<file path="src/rtl/sacc_pkg.sv">
package sacc_pkg;

   // ----------------------------------------------------------------
   // Register map
   // ----------------------------------------------------------------
   localparam int ADDR_W = 3;
   localparam logic [2:0] REG_CONTROL = 3'h0;
   localparam logic [2:0] REG_FORMAT = 3'h1;
   localparam logic [2:0] REG_RES_HIGH = 3'h2;
   localparam logic [2:0] REG_RES_LOW = 3'h3;
   localparam logic [2:0] REG_EVENT = 3'h4;

   // ----------------------------------------------------------------
   // Field positions
   // ----------------------------------------------------------------
   localparam int CTL_ENABLE_BIT = 0;
   localparam int CTL_GO_BIT = 1;
   localparam int CTL_CHAN_LSB = 2;
   localparam int CTL_CHAN_MSB = 5;
   localparam int CTL_CLK_LSB = 6;
   localparam int CTL_CLK_MSB = 7;
   localparam int FMT_POS_REF_BIT = 4;
   localparam int FMT_NEG_REF_BIT = 5;
   localparam int FMT_JUSTIFY_BIT = 7;
   localparam int EVT_DONE_BIT = 0;
   localparam int EVT_IRQ_EN_BIT = 1;

   localparam logic [7:0] CONTROL_RESET = 8'h00;
   localparam logic [7:0] FORMAT_RESET = 8'h00;
   localparam logic [7:0] RESULT_RESET = 8'h00;

   // ----------------------------------------------------------------
   // Clock selections and channel codes
   // ----------------------------------------------------------------
   localparam logic [1:0] CLK_DIV2 = 2'h0;
   localparam logic [1:0] CLK_DIV8 = 2'h1;
   localparam logic [1:0] CLK_DIV32 = 2'h2;
   localparam logic [1:0] CLK_RC = 2'h3;
   localparam logic [3:0] CHAN_LAST_ANALOG = 4'hD;
   localparam logic [3:0] CHAN_CMP_REF = 4'hE;
   localparam logic [3:0] CHAN_FIXED_REF = 4'hF;

   // ----------------------------------------------------------------
   // Timing
   // ----------------------------------------------------------------
   localparam int CLK_PERIOD_NS = 50;
   localparam int RC_TAD_NS = 4000;
   localparam int INSTR_NS = 200;
   localparam int DIV_W = 7;
   localparam logic [DIV_W-1:0] DIV2_CYCLES = 7'h02;
   localparam logic [DIV_W-1:0] DIV8_CYCLES = 7'h08;
   localparam logic [DIV_W-1:0] DIV32_CYCLES = 7'h20;
   localparam logic [DIV_W-1:0] RC_CYCLES =
      DIV_W'((RC_TAD_NS + CLK_PERIOD_NS - 1) / CLK_PERIOD_NS);
   localparam logic [2:0] INSTR_CYCLES =
      3'((INSTR_NS + CLK_PERIOD_NS - 1) / CLK_PERIOD_NS);
   localparam logic [1:0] ABORT_TADS = 2'h2;
   localparam int RES_W = 10;
   localparam logic [3:0] RES_MSB_IDX = 4'h9;
   localparam logic [3:0] RES_LSB_IDX = 4'h0;

   typedef enum logic [2:0] {
      ST_IDLE,
      ST_DELAY,
      ST_FIRST,
      ST_BITS,
      ST_ABORT_WAIT
   } sacc_state_t;

endpackage : sacc_pkg

</file>
<file path="src/rtl/sacc_conv_ctrl.sv">
`timescale 1ns/1ps

module sacc_conv_ctrl
(
   input wire logic clock,
   input wire logic srst,
   input wire logic [sacc_pkg::ADDR_W-1:0] reg_addr,
   input wire logic [7:0] reg_wdata,
   input wire logic reg_wr,
   input wire logic reg_rd,
   output logic [7:0] reg_rdata,
   input wire logic sleep_mode,
   input wire logic special_trigger,
   input wire logic compare_high,
   output logic timer_one_reset,
   output logic wake_request,
   output logic converter_powered,
   output logic sample_hold,
   output logic [3:0] channel_select,
   output logic cmp_ref_select,
   output logic fixed_ref_select,
   output logic positive_reference_select,
   output logic negative_reference_select,
   output logic [sacc_pkg::RES_W-1:0] trial_code
);

   // ----------------------------------------------------------------
   // State
   // ----------------------------------------------------------------
   typedef struct packed {
      logic [1:0] clk_sel;
      logic [3:0] chan;
      logic go;
      logic enable;
      logic justify;
      logic neg_ref;
      logic pos_ref;
      logic [7:0] res_high;
      logic [7:0] res_low;
      logic done_flag;
      logic irq_en;
      sacc_pkg::sacc_state_t state;
      logic [sacc_pkg::RES_W-1:0] trial;
      logic [3:0] bit_idx;
      logic [1:0] wait_cnt;
      logic [2:0] delay_cnt;
      logic tad_run;
      logic sleep_off;
      logic [7:0] rdata;
      logic timer_rst;
      logic wake;
      logic powered;
      logic hold;
      logic cmp_ref;
      logic fixed_ref;
   } sacc_ctrl_t;

   sacc_ctrl_t s_r;
   sacc_ctrl_t s_nxt;
   logic tad_tick;

   function automatic logic [15:0] place_result(input logic [sacc_pkg::RES_W-1:0] res,
                                                input logic right);
      if (right)
      begin
         place_result = {6'h00, res[9:8], res[7:0]};
      end
      else
      begin
         place_result = {res[9:2], res[1:0], 6'h00};
      end
   endfunction : place_result

   sacc_tad_gen u_tad
   (
      .clock(clock),
      .srst(srst),
      .run(s_r.tad_run),
      .clk_sel(s_r.clk_sel),
      .tad_tick(tad_tick)
   );

   // ----------------------------------------------------------------
   // Next state
   // ----------------------------------------------------------------
   always_comb
   begin
      logic wr_ctrl;
      logic busy;
      logic sleep_kill;
      logic can_run;
      logic sw_abort;
      logic [sacc_pkg::RES_W-1:0] res;
      logic [15:0] placed;

      s_nxt = s_r;
      wr_ctrl = reg_wr && (reg_addr == sacc_pkg::REG_CONTROL);
      busy = (s_r.state == sacc_pkg::ST_DELAY) || (s_r.state == sacc_pkg::ST_FIRST) ||
             (s_r.state == sacc_pkg::ST_BITS);
      // Only the RC clock survives sleep; the divided system clock stops
      sleep_kill = sleep_mode && (s_r.clk_sel != sacc_pkg::CLK_RC);
      can_run = 1'b0;
      sw_abort = 1'b0;
      res = s_r.trial;
      placed = '0;
      s_nxt.timer_rst = 1'b0;
      s_nxt.wake = 1'b0;
      s_nxt.rdata = 8'h00;
      // Register writes
      if (wr_ctrl)
      begin
         s_nxt.enable = reg_wdata[sacc_pkg::CTL_ENABLE_BIT];
         s_nxt.chan = reg_wdata[sacc_pkg::CTL_CHAN_MSB:sacc_pkg::CTL_CHAN_LSB];
         s_nxt.clk_sel = reg_wdata[sacc_pkg::CTL_CLK_MSB:sacc_pkg::CTL_CLK_LSB];
         // Start only counts once the converter was already on
         if (reg_wdata[sacc_pkg::CTL_GO_BIT] && s_r.enable)
         begin
            s_nxt.go = 1'b1;
         end
         else if (!reg_wdata[sacc_pkg::CTL_GO_BIT])
         begin
            s_nxt.go = 1'b0;
            sw_abort = busy;
         end
      end
      if (reg_wr && (reg_addr == sacc_pkg::REG_FORMAT))
      begin
         s_nxt.justify = reg_wdata[sacc_pkg::FMT_JUSTIFY_BIT];
         s_nxt.neg_ref = reg_wdata[sacc_pkg::FMT_NEG_REF_BIT];
         s_nxt.pos_ref = reg_wdata[sacc_pkg::FMT_POS_REF_BIT];
      end
      if (reg_wr && (reg_addr == sacc_pkg::REG_RES_HIGH))
      begin
         s_nxt.res_high = reg_wdata;
      end
      if (reg_wr && (reg_addr == sacc_pkg::REG_RES_LOW))
      begin
         s_nxt.res_low = reg_wdata;
      end
      if (reg_wr && (reg_addr == sacc_pkg::REG_EVENT))
      begin
         s_nxt.done_flag = reg_wdata[sacc_pkg::EVT_DONE_BIT];
         s_nxt.irq_en = reg_wdata[sacc_pkg::EVT_IRQ_EN_BIT];
      end
      // Hardware trigger from the compare unit
      if (special_trigger && s_r.enable)
      begin
         s_nxt.go = 1'b1;
         s_nxt.timer_rst = 1'b1;
      end
      if (!sleep_mode)
      begin
         s_nxt.sleep_off = 1'b0;
      end
      can_run = s_nxt.enable && !s_r.sleep_off && !sleep_kill;
      // ----------------------------------------------------------------
      // Sequencer
      // ----------------------------------------------------------------
      case (s_r.state)
         sacc_pkg::ST_IDLE:
         begin
            s_nxt.tad_run = 1'b0;
            if (s_nxt.go && can_run)
            begin
               s_nxt.trial = '0;
               if (s_r.clk_sel == sacc_pkg::CLK_RC)
               begin
                  s_nxt.delay_cnt = '0;
                  s_nxt.state = sacc_pkg::ST_DELAY;
               end
               else
               begin
                  s_nxt.tad_run = 1'b1;
                  s_nxt.state = sacc_pkg::ST_FIRST;
               end
            end
            else if (s_nxt.go && !s_nxt.enable)
            begin
               s_nxt.go = 1'b0;
            end
         end
         sacc_pkg::ST_DELAY:
         begin
            if (s_r.delay_cnt == sacc_pkg::INSTR_CYCLES - 3'h1)
            begin
               s_nxt.tad_run = 1'b1;
               s_nxt.state = sacc_pkg::ST_FIRST;
            end
            else
            begin
               s_nxt.delay_cnt = s_r.delay_cnt + 3'h1;
            end
         end
         sacc_pkg::ST_FIRST:
         begin
            if (tad_tick)
            begin
               s_nxt.trial[sacc_pkg::RES_MSB_IDX] = 1'b1;
               s_nxt.bit_idx = sacc_pkg::RES_MSB_IDX;
               s_nxt.state = sacc_pkg::ST_BITS;
            end
         end
         sacc_pkg::ST_BITS:
         begin
            if (tad_tick)
            begin
               res = s_r.trial;
               if (!compare_high)
               begin
                  res[s_r.bit_idx] = 1'b0;
               end
               s_nxt.trial = res;
               if (s_r.bit_idx == sacc_pkg::RES_LSB_IDX)
               begin
                  // Eleventh period ends here: one lead-in plus ten bits
                  placed = place_result(res, s_r.justify);
                  s_nxt.res_high = placed[15:8];
                  s_nxt.res_low = placed[7:0];
                  s_nxt.go = 1'b0;
                  s_nxt.done_flag = 1'b1;
                  s_nxt.tad_run = 1'b0;
                  s_nxt.state = sacc_pkg::ST_IDLE;
                  if (sleep_mode && s_r.irq_en)
                  begin
                     s_nxt.wake = 1'b1;
                  end
                  else if (sleep_mode)
                  begin
                     s_nxt.sleep_off = 1'b1;
                  end
               end
               else
               begin
                  s_nxt.trial[s_r.bit_idx - 4'h1] = 1'b1;
                  s_nxt.bit_idx = s_r.bit_idx - 4'h1;
               end
            end
         end
         sacc_pkg::ST_ABORT_WAIT:
         begin
            // Divider restarts here, so both periods are whole; a tick in flight is ignored
            s_nxt.tad_run = 1'b1;
            if (tad_tick && s_r.tad_run)
            begin
               if (s_r.wait_cnt == sacc_pkg::ABORT_TADS - 2'h1)
               begin
                  s_nxt.tad_run = 1'b0;
                  s_nxt.state = sacc_pkg::ST_IDLE;
               end
               else
               begin
                  s_nxt.wait_cnt = s_r.wait_cnt + 2'h1;
               end
            end
         end
         default:
         begin
            s_nxt.tad_run = 1'b0;
            s_nxt.state = sacc_pkg::ST_IDLE;
         end
      endcase
      // Completion in the same cycle as a software clear wins
      if (busy && (s_nxt.state != sacc_pkg::ST_IDLE))
      begin
         if (!s_nxt.enable || sleep_kill)
         begin
            s_nxt.go = 1'b0;
            s_nxt.tad_run = 1'b0;
            s_nxt.state = sacc_pkg::ST_IDLE;
         end
         else if (sw_abort)
         begin
            s_nxt.wait_cnt = '0;
            s_nxt.tad_run = 1'b0;
            s_nxt.state = sacc_pkg::ST_ABORT_WAIT;
         end
      end
      if ((s_r.state == sacc_pkg::ST_ABORT_WAIT) && (!s_nxt.enable || sleep_kill))
      begin
         s_nxt.tad_run = 1'b0;
         s_nxt.state = sacc_pkg::ST_IDLE;
      end
      // Front-end controls; enable bit itself is never touched by sleep
      s_nxt.powered = s_nxt.enable && !s_nxt.sleep_off && !sleep_kill;
      s_nxt.hold = s_nxt.powered && (s_nxt.state == sacc_pkg::ST_IDLE);
      s_nxt.cmp_ref = (s_nxt.chan == sacc_pkg::CHAN_CMP_REF);
      s_nxt.fixed_ref = (s_nxt.chan == sacc_pkg::CHAN_FIXED_REF);
      // ----------------------------------------------------------------
      // Read port
      // ----------------------------------------------------------------
      if (reg_rd)
      begin
         case (reg_addr)
            sacc_pkg::REG_CONTROL:
               s_nxt.rdata = {s_r.clk_sel, s_r.chan, s_r.go, s_r.enable};
            sacc_pkg::REG_FORMAT:
               s_nxt.rdata = {s_r.justify, 1'b0, s_r.neg_ref, s_r.pos_ref, 4'h0};
            sacc_pkg::REG_RES_HIGH:
               s_nxt.rdata = s_r.res_high;
            sacc_pkg::REG_RES_LOW:
               s_nxt.rdata = s_r.res_low;
            sacc_pkg::REG_EVENT:
               s_nxt.rdata = {6'h00, s_r.irq_en, s_r.done_flag};
            default:
               s_nxt.rdata = 8'h00;
         endcase
      end
   end

   // ----------------------------------------------------------------
   // Registers
   // ----------------------------------------------------------------
   always_ff @(posedge clock)
   begin
      if (srst)
      begin
         s_r <= '0;
         s_r.clk_sel <= sacc_pkg::CONTROL_RESET[sacc_pkg::CTL_CLK_MSB:sacc_pkg::CTL_CLK_LSB];
         s_r.chan <= sacc_pkg::CONTROL_RESET[sacc_pkg::CTL_CHAN_MSB:sacc_pkg::CTL_CHAN_LSB];
         s_r.justify <= sacc_pkg::FORMAT_RESET[sacc_pkg::FMT_JUSTIFY_BIT];
         s_r.res_high <= sacc_pkg::RESULT_RESET;
         s_r.res_low <= sacc_pkg::RESULT_RESET;
         s_r.state <= sacc_pkg::ST_IDLE;
      end
      else
      begin
         s_r <= s_nxt;
      end
   end

   assign reg_rdata = s_r.rdata;
   assign timer_one_reset = s_r.timer_rst;
   assign wake_request = s_r.wake;
   assign converter_powered = s_r.powered;
   assign sample_hold = s_r.hold;
   assign channel_select = s_r.chan;
   assign cmp_ref_select = s_r.cmp_ref;
   assign fixed_ref_select = s_r.fixed_ref;
   assign positive_reference_select = s_r.pos_ref;
   assign negative_reference_select = s_r.neg_ref;
   assign trial_code = s_r.trial;

endmodule : sacc_conv_ctrl

</file>
<file path="src/rtl/sacc_tad_gen.sv">
`timescale 1ns/1ps

module sacc_tad_gen
(
   input wire logic clock,
   input wire logic srst,
   input wire logic run,
   input wire logic [1:0] clk_sel,
   output logic tad_tick
);

   typedef struct packed {
      logic [sacc_pkg::DIV_W-1:0] cnt;
      logic tick;
   } sacc_tad_t;

   sacc_tad_t s_r;
   sacc_tad_t s_nxt;

   function automatic logic [sacc_pkg::DIV_W-1:0] tad_len(input logic [1:0] sel);
      case (sel)
         sacc_pkg::CLK_DIV2: tad_len = sacc_pkg::DIV2_CYCLES;
         sacc_pkg::CLK_DIV8: tad_len = sacc_pkg::DIV8_CYCLES;
         sacc_pkg::CLK_DIV32: tad_len = sacc_pkg::DIV32_CYCLES;
         default: tad_len = sacc_pkg::RC_CYCLES;
      endcase
   endfunction : tad_len

   // Phase restarts whenever run drops, so the first tick is a full period away
   always_comb
   begin
      s_nxt = s_r;
      s_nxt.tick = 1'b0;
      if (!run)
      begin
         s_nxt.cnt = '0;
      end
      else if (s_r.cnt == tad_len(clk_sel) - 7'h01)
      begin
         s_nxt.cnt = '0;
         s_nxt.tick = 1'b1;
      end
      else
      begin
         s_nxt.cnt = s_r.cnt + 7'h01;
      end
   end

   always_ff @(posedge clock)
   begin
      if (srst)
      begin
         s_r <= '0;
      end
      else
      begin
         s_r <= s_nxt;
      end
   end

   assign tad_tick = s_r.tick;

endmodule : sacc_tad_gen
</file>
<file path="config.mk">
export PLATFORM = sky130hd
export DESIGN_NAME = sacc_conv_ctrl
export DESIGN_NICKNAME = d
export VERILOG_FILES = /design/src/rtl/sacc_pkg.sv /design/src/rtl/sacc_conv_ctrl.sv /design/src/rtl/sacc_tad_gen.sv
export SDC_FILE = /design/constraint.sdc
export NUM_CORES = 1
export LEC_CHECK = 0
export BUFFER_PORTS_ARGS = -buffer_cell sky130_fd_sc_hd__buf_2
export CORE_UTILIZATION = 52
export CTS_CLUSTER_DIAMETER = 60
export DETAILED_ROUTE_END_ITERATION = 10
export HOLD_SLACK_MARGIN = 0.08
export PLACE_DENSITY_LB_ADDON = 0.08
export SETUP_SLACK_MARGIN = 0.05
export SYNTH_ARGS = -nofsm -noshare
export SYNTH_HDL_FRONTEND = slang
export SYNTH_HIERARCHICAL = 1
export SYNTH_SLANG_ARGS = --single-unit
</file>
<file path="constraint.sdc">
create_clock -name clock -period 2.19 [get_ports clock]
set_clock_uncertainty 0.15 [all_clocks]
set_input_delay 0.438 -clock clock [delete_from_list [all_inputs] [get_ports clock]]
set_output_delay 0.438 -clock clock [all_outputs]
set_load 0.005 [all_outputs]
</file>
==> results.cfg <==
[drt]
ant_nets = 0
wirelength_um = 8810
first_iter_violations = 157
route.detailed.vias_per_inst = 5.59
num_vias = 3269
drt-pass1-iter-count = 4
route.detailed.wl_per_inst_um = 15.1
route.detailed.drc = 0

[placement]
placed_cell_area_um2 = 4160
placedCellCount = 568
hpwl_um = 6380
pre_cts_worst_setup_slack_ns = -0.106
buffer_ports.inserted = 47
place_congestion = 0.870

[sta]
worst-slew-pin-transition_ns = 0.518
final.setup.tns_ns = 0
rsz0062_at_grt = true
final.hold.worst_slack_ns = 0.208
post-route-min-period_ns = 2.09
final_min_period_over_clock_period_pct = 95.6
postLayoutSetupSlackWorst_ns = 0.0960
timing.slew.headroom_pct = 65.4
maxSlewViolCount = 0
max_clock_freq_mhz = 478
hold_violations = 0
setup_violations = 0

[critical_path]
timing.setup.critical_path_class = register to register
largest_stage_delay_on_the_critical_path_ns = 0.54
crit_required_ns = 2.33
worstRegToRegCells = 8
cp_top_family = simple AND/OR/NAND/NOR gates
data_arrival_time_of_the_critical_path_ns = 2.23
cp_cell_sequence = or4_4 -> buf_4 -> nor2_1 -> a21boi_1 -> a31oi_2 -> buf_4 -> o21ai_1 -> nor2_1
buffering_stage_count_on_the_worst_path_with_inverters_included = 2
crit-reg2reg-launch = s_r[21]$_SDFFE_PP0P_
worst_r2r_endpoint = sample_hold$_SDFF_PP0_
setup.reg_to_reg.worst_slack_ns = 0.1
timing.critical_path.slowest_stage_cell = sky130_fd_sc_hd__or4_4
worstSetupEndpointType = register
launching_instance_or_port_of_the_critical_path = s_r[21]$_SDFFE_PP0P_
setup.worst_path.start_class = register
cp_max_fo = 4

[layout]
synthToLayoutAreaGrowth_pct = 14.1
antenna_cells = 0
final_layout_size_suffix_gt1_share_pct = 24.3
final_nets = 502
stdcell_count = 585
final_design_area_no_fill_um2 = 4400

[logic_synthesis]
post-synth-top-area-cell = sky130_fd_sc_hd__dfxtp_1
netlist_instances = 440
synth_enable_flop_cells = 0
dominantRegCellSynth = sky130_fd_sc_hd__dfxtp_1
count_of_cell_types_in_the_netlist = 60
yosysWarnings = 6
syn_area_per_cell_um2 = 8.76
netlist.area_leader.share_pct = 39.0
yosysSeqAreaShare_pct = 39.0
synthTopCellsByCount = 75 x sky130_fd_sc_hd__dfxtp_1, 57 x sky130_fd_sc_hd__nor2_1, 37 x sky130_fd_sc_hd__nand2_1
synth.ff_latch_count = 75
netlist_area_um2 = 3850
nets_in_the_synthesized_netlist = 461
post_synth_main_area_contributors = sky130_fd_sc_hd__dfxtp_1 39%, sky130_fd_sc_hd__mux2i_1 7.5%, sky130_fd_sc_hd__nor2_1 5.6%, sky130_fd_sc_hd__buf_4 4.3%, sky130_fd_sc_hd__a21oi_1 3.9%
postSynth.asyncResetShare_pct = 0
synth_most_common_cell = sky130_fd_sc_hd__dfxtp_1

[min_path]
worstHoldPathType = input pin to register
holdCritStartpoint = reg_wdata[7]
timing.hold.worst_endpoint = s_r[66]$_SDFFE_PP0P_
hold-path-cell-count = 3

[grt]
grt_pass1_vias = 2912
globalRoute.totalOverflow = 0
grt_pass1_wl_um = 14300
grt_start_max_net_pins = 22
grt_util_all_layers_pct = 24.0
grt_antenna_before_repair = 0

[cts]
tritoncts = done
insertion_delay_ns = 0.35
cts_max_level = 3
clkSlewWorstSetupHoldPaths_ns = 0.08
tritoncts.num_buffers = 9
cts.root.buffer_cell = sky130_fd_sc_hd__clkbuf_8
cts_sinks = 75
ctsLongestPathBuffers = 2

[pwr]
vdd_drop_max_mv = 0.337
power_switching_share_pct = 23.7
power.net_switching_uw = 631
power.clock.fraction_pct = 42.3
share_comb_of_total_power_pct = 5.7
p_per_area_nw_per_um2 = 606
portion_of_total_power_attributed_to_sequential_cells_pct = 52.0
power_leakage_uw = 0.00172
internal_power_uw = 2030

[run_status]
status = finished, final reports clean

[die]
die_w_um = 88.1
die_area_um2 = 7760
starting_density_pct = 53.4
core-area_um2 = 7210
top_level_ports = 48
dieHeight_um = 88.1
rows = 31

[run]
max_cap_viol_count = 0
[how the worst max path moves through the flow]
stage	end	depth (start not counted)
detailed placement	trial_code[7]$_SDFFE_PP0P_	7
global placement	s_r[18]$_SDFFE_PP0P_	7
CTS	s_r[53]$_SDFF_PP0_	6
global route	sample_hold$_SDFF_PP0_	8
floorplan	s_r[17]$_SDFFE_PP0P_	7
finish	sample_hold$_SDFF_PP0_	8
[cell families (layout without fill, tap and decap cells)]
logic type,count (synthesis),count (layout),synth area share (%)
AND/OR/NAND/NOR,172,172,23.3
flip-flops,75,75,39.0
AO/OA/AOI/OAI,98,98,17.1
buffers and inverters,48,94,7.14
adder cells (fa/ha/maj),3,3,0.974
multiplexers,39,39,11.3
XOR/XNOR,5,5,1.14
[power groups by stage]
stage | Combinational [µW] | Clock, µW | Sequential (µW)
3_3_place_gp | 148 | 0 | 1420
4_1_cts | 150 | 1160 | 1390
6_report | 151 | 1130 | 1390
3_5_place_dp | 149 | 0 | 1420
2_1_floorplan | 89.6 | 0 | 1410
5_1_grt | 164 | 1220 | 1390
[worst min-delay path, delay by kind of cell]
kind	cells	cell delay, ns
AO/OA/AOI/OAI	1	0.05
buffers and inverters	1	0.12
AND/OR/NAND/NOR	1	0.05
[placed cells by master, fill, tap and decap left out, types with 8 or more instances in the layout]
| master | Yosys | final |
|---|---|---|
| sky130_fd_sc_hd__dfxtp_1 | 75 | 75 |
| sky130_fd_sc_hd__nor2_1 | 57 | 57 |
| sky130_fd_sc_hd__o21ai_0 | 16 | 15 |
| sky130_fd_sc_hd__clkbuf_8 | 0 | 11 |
| sky130_fd_sc_hd__mux2i_1 | 29 | 28 |
| sky130_fd_sc_hd__buf_2 | 3 | 47 |
| sky130_fd_sc_hd__nand3_1 | 8 | 8 |
| sky130_fd_sc_hd__nor3_1 | 13 | 13 |
| sky130_fd_sc_hd__a211oi_1 | 10 | 10 |
| sky130_fd_sc_hd__nor2b_1 | 12 | 12 |
| sky130_fd_sc_hd__a31oi_1 | 9 | 8 |
| sky130_fd_sc_hd__nand2_1 | 37 | 37 |
| sky130_fd_sc_hd__buf_4 | 22 | 27 |
| sky130_fd_sc_hd__a21oi_1 | 30 | 30 |
[sequential cells by signal (all words and copies together), names as in the netlist, 4 cells and up]
name and flops:
channel_select 4, reg_rdata 8, s_r 37, trial_code 10
u_tad/s_r 7
[routing by layer]
metal	share of wire, %	GRT usage [%]
met5	0	0
met4	0.83	9.53
met3	4.3	5.00
met2	47	37.6
met1	48	32.5
[layout make-up]
class / count / area, µm²
clock buffer: 11 / 151
clock inverter: 5 / 61.3
fill: 675 / 2820
inverter: 4 / 15.0
multi-input combinational: 317 / 2110
sequential: 75 / 1500
tap: 99 / 124
timing repair buffer: 74 / 438
[through the flow]
stage                     utilization, %  total power (µW)
after global placement              57.7              1560
after CTS                           60.9              2690
after detailed placement            57.7              1570
after global routing                61.0              2770
after floorplan                        -              1500
final                               61.0              2660
[timing repair]
item,CTS,global route
gates resized for setup,2,3
pin swaps,0,0
hold buffers,0,0
buffers inserted,1,0
setup endpoints to repair,2,10
Note: power is estimated with default switching activity, not from simulation.
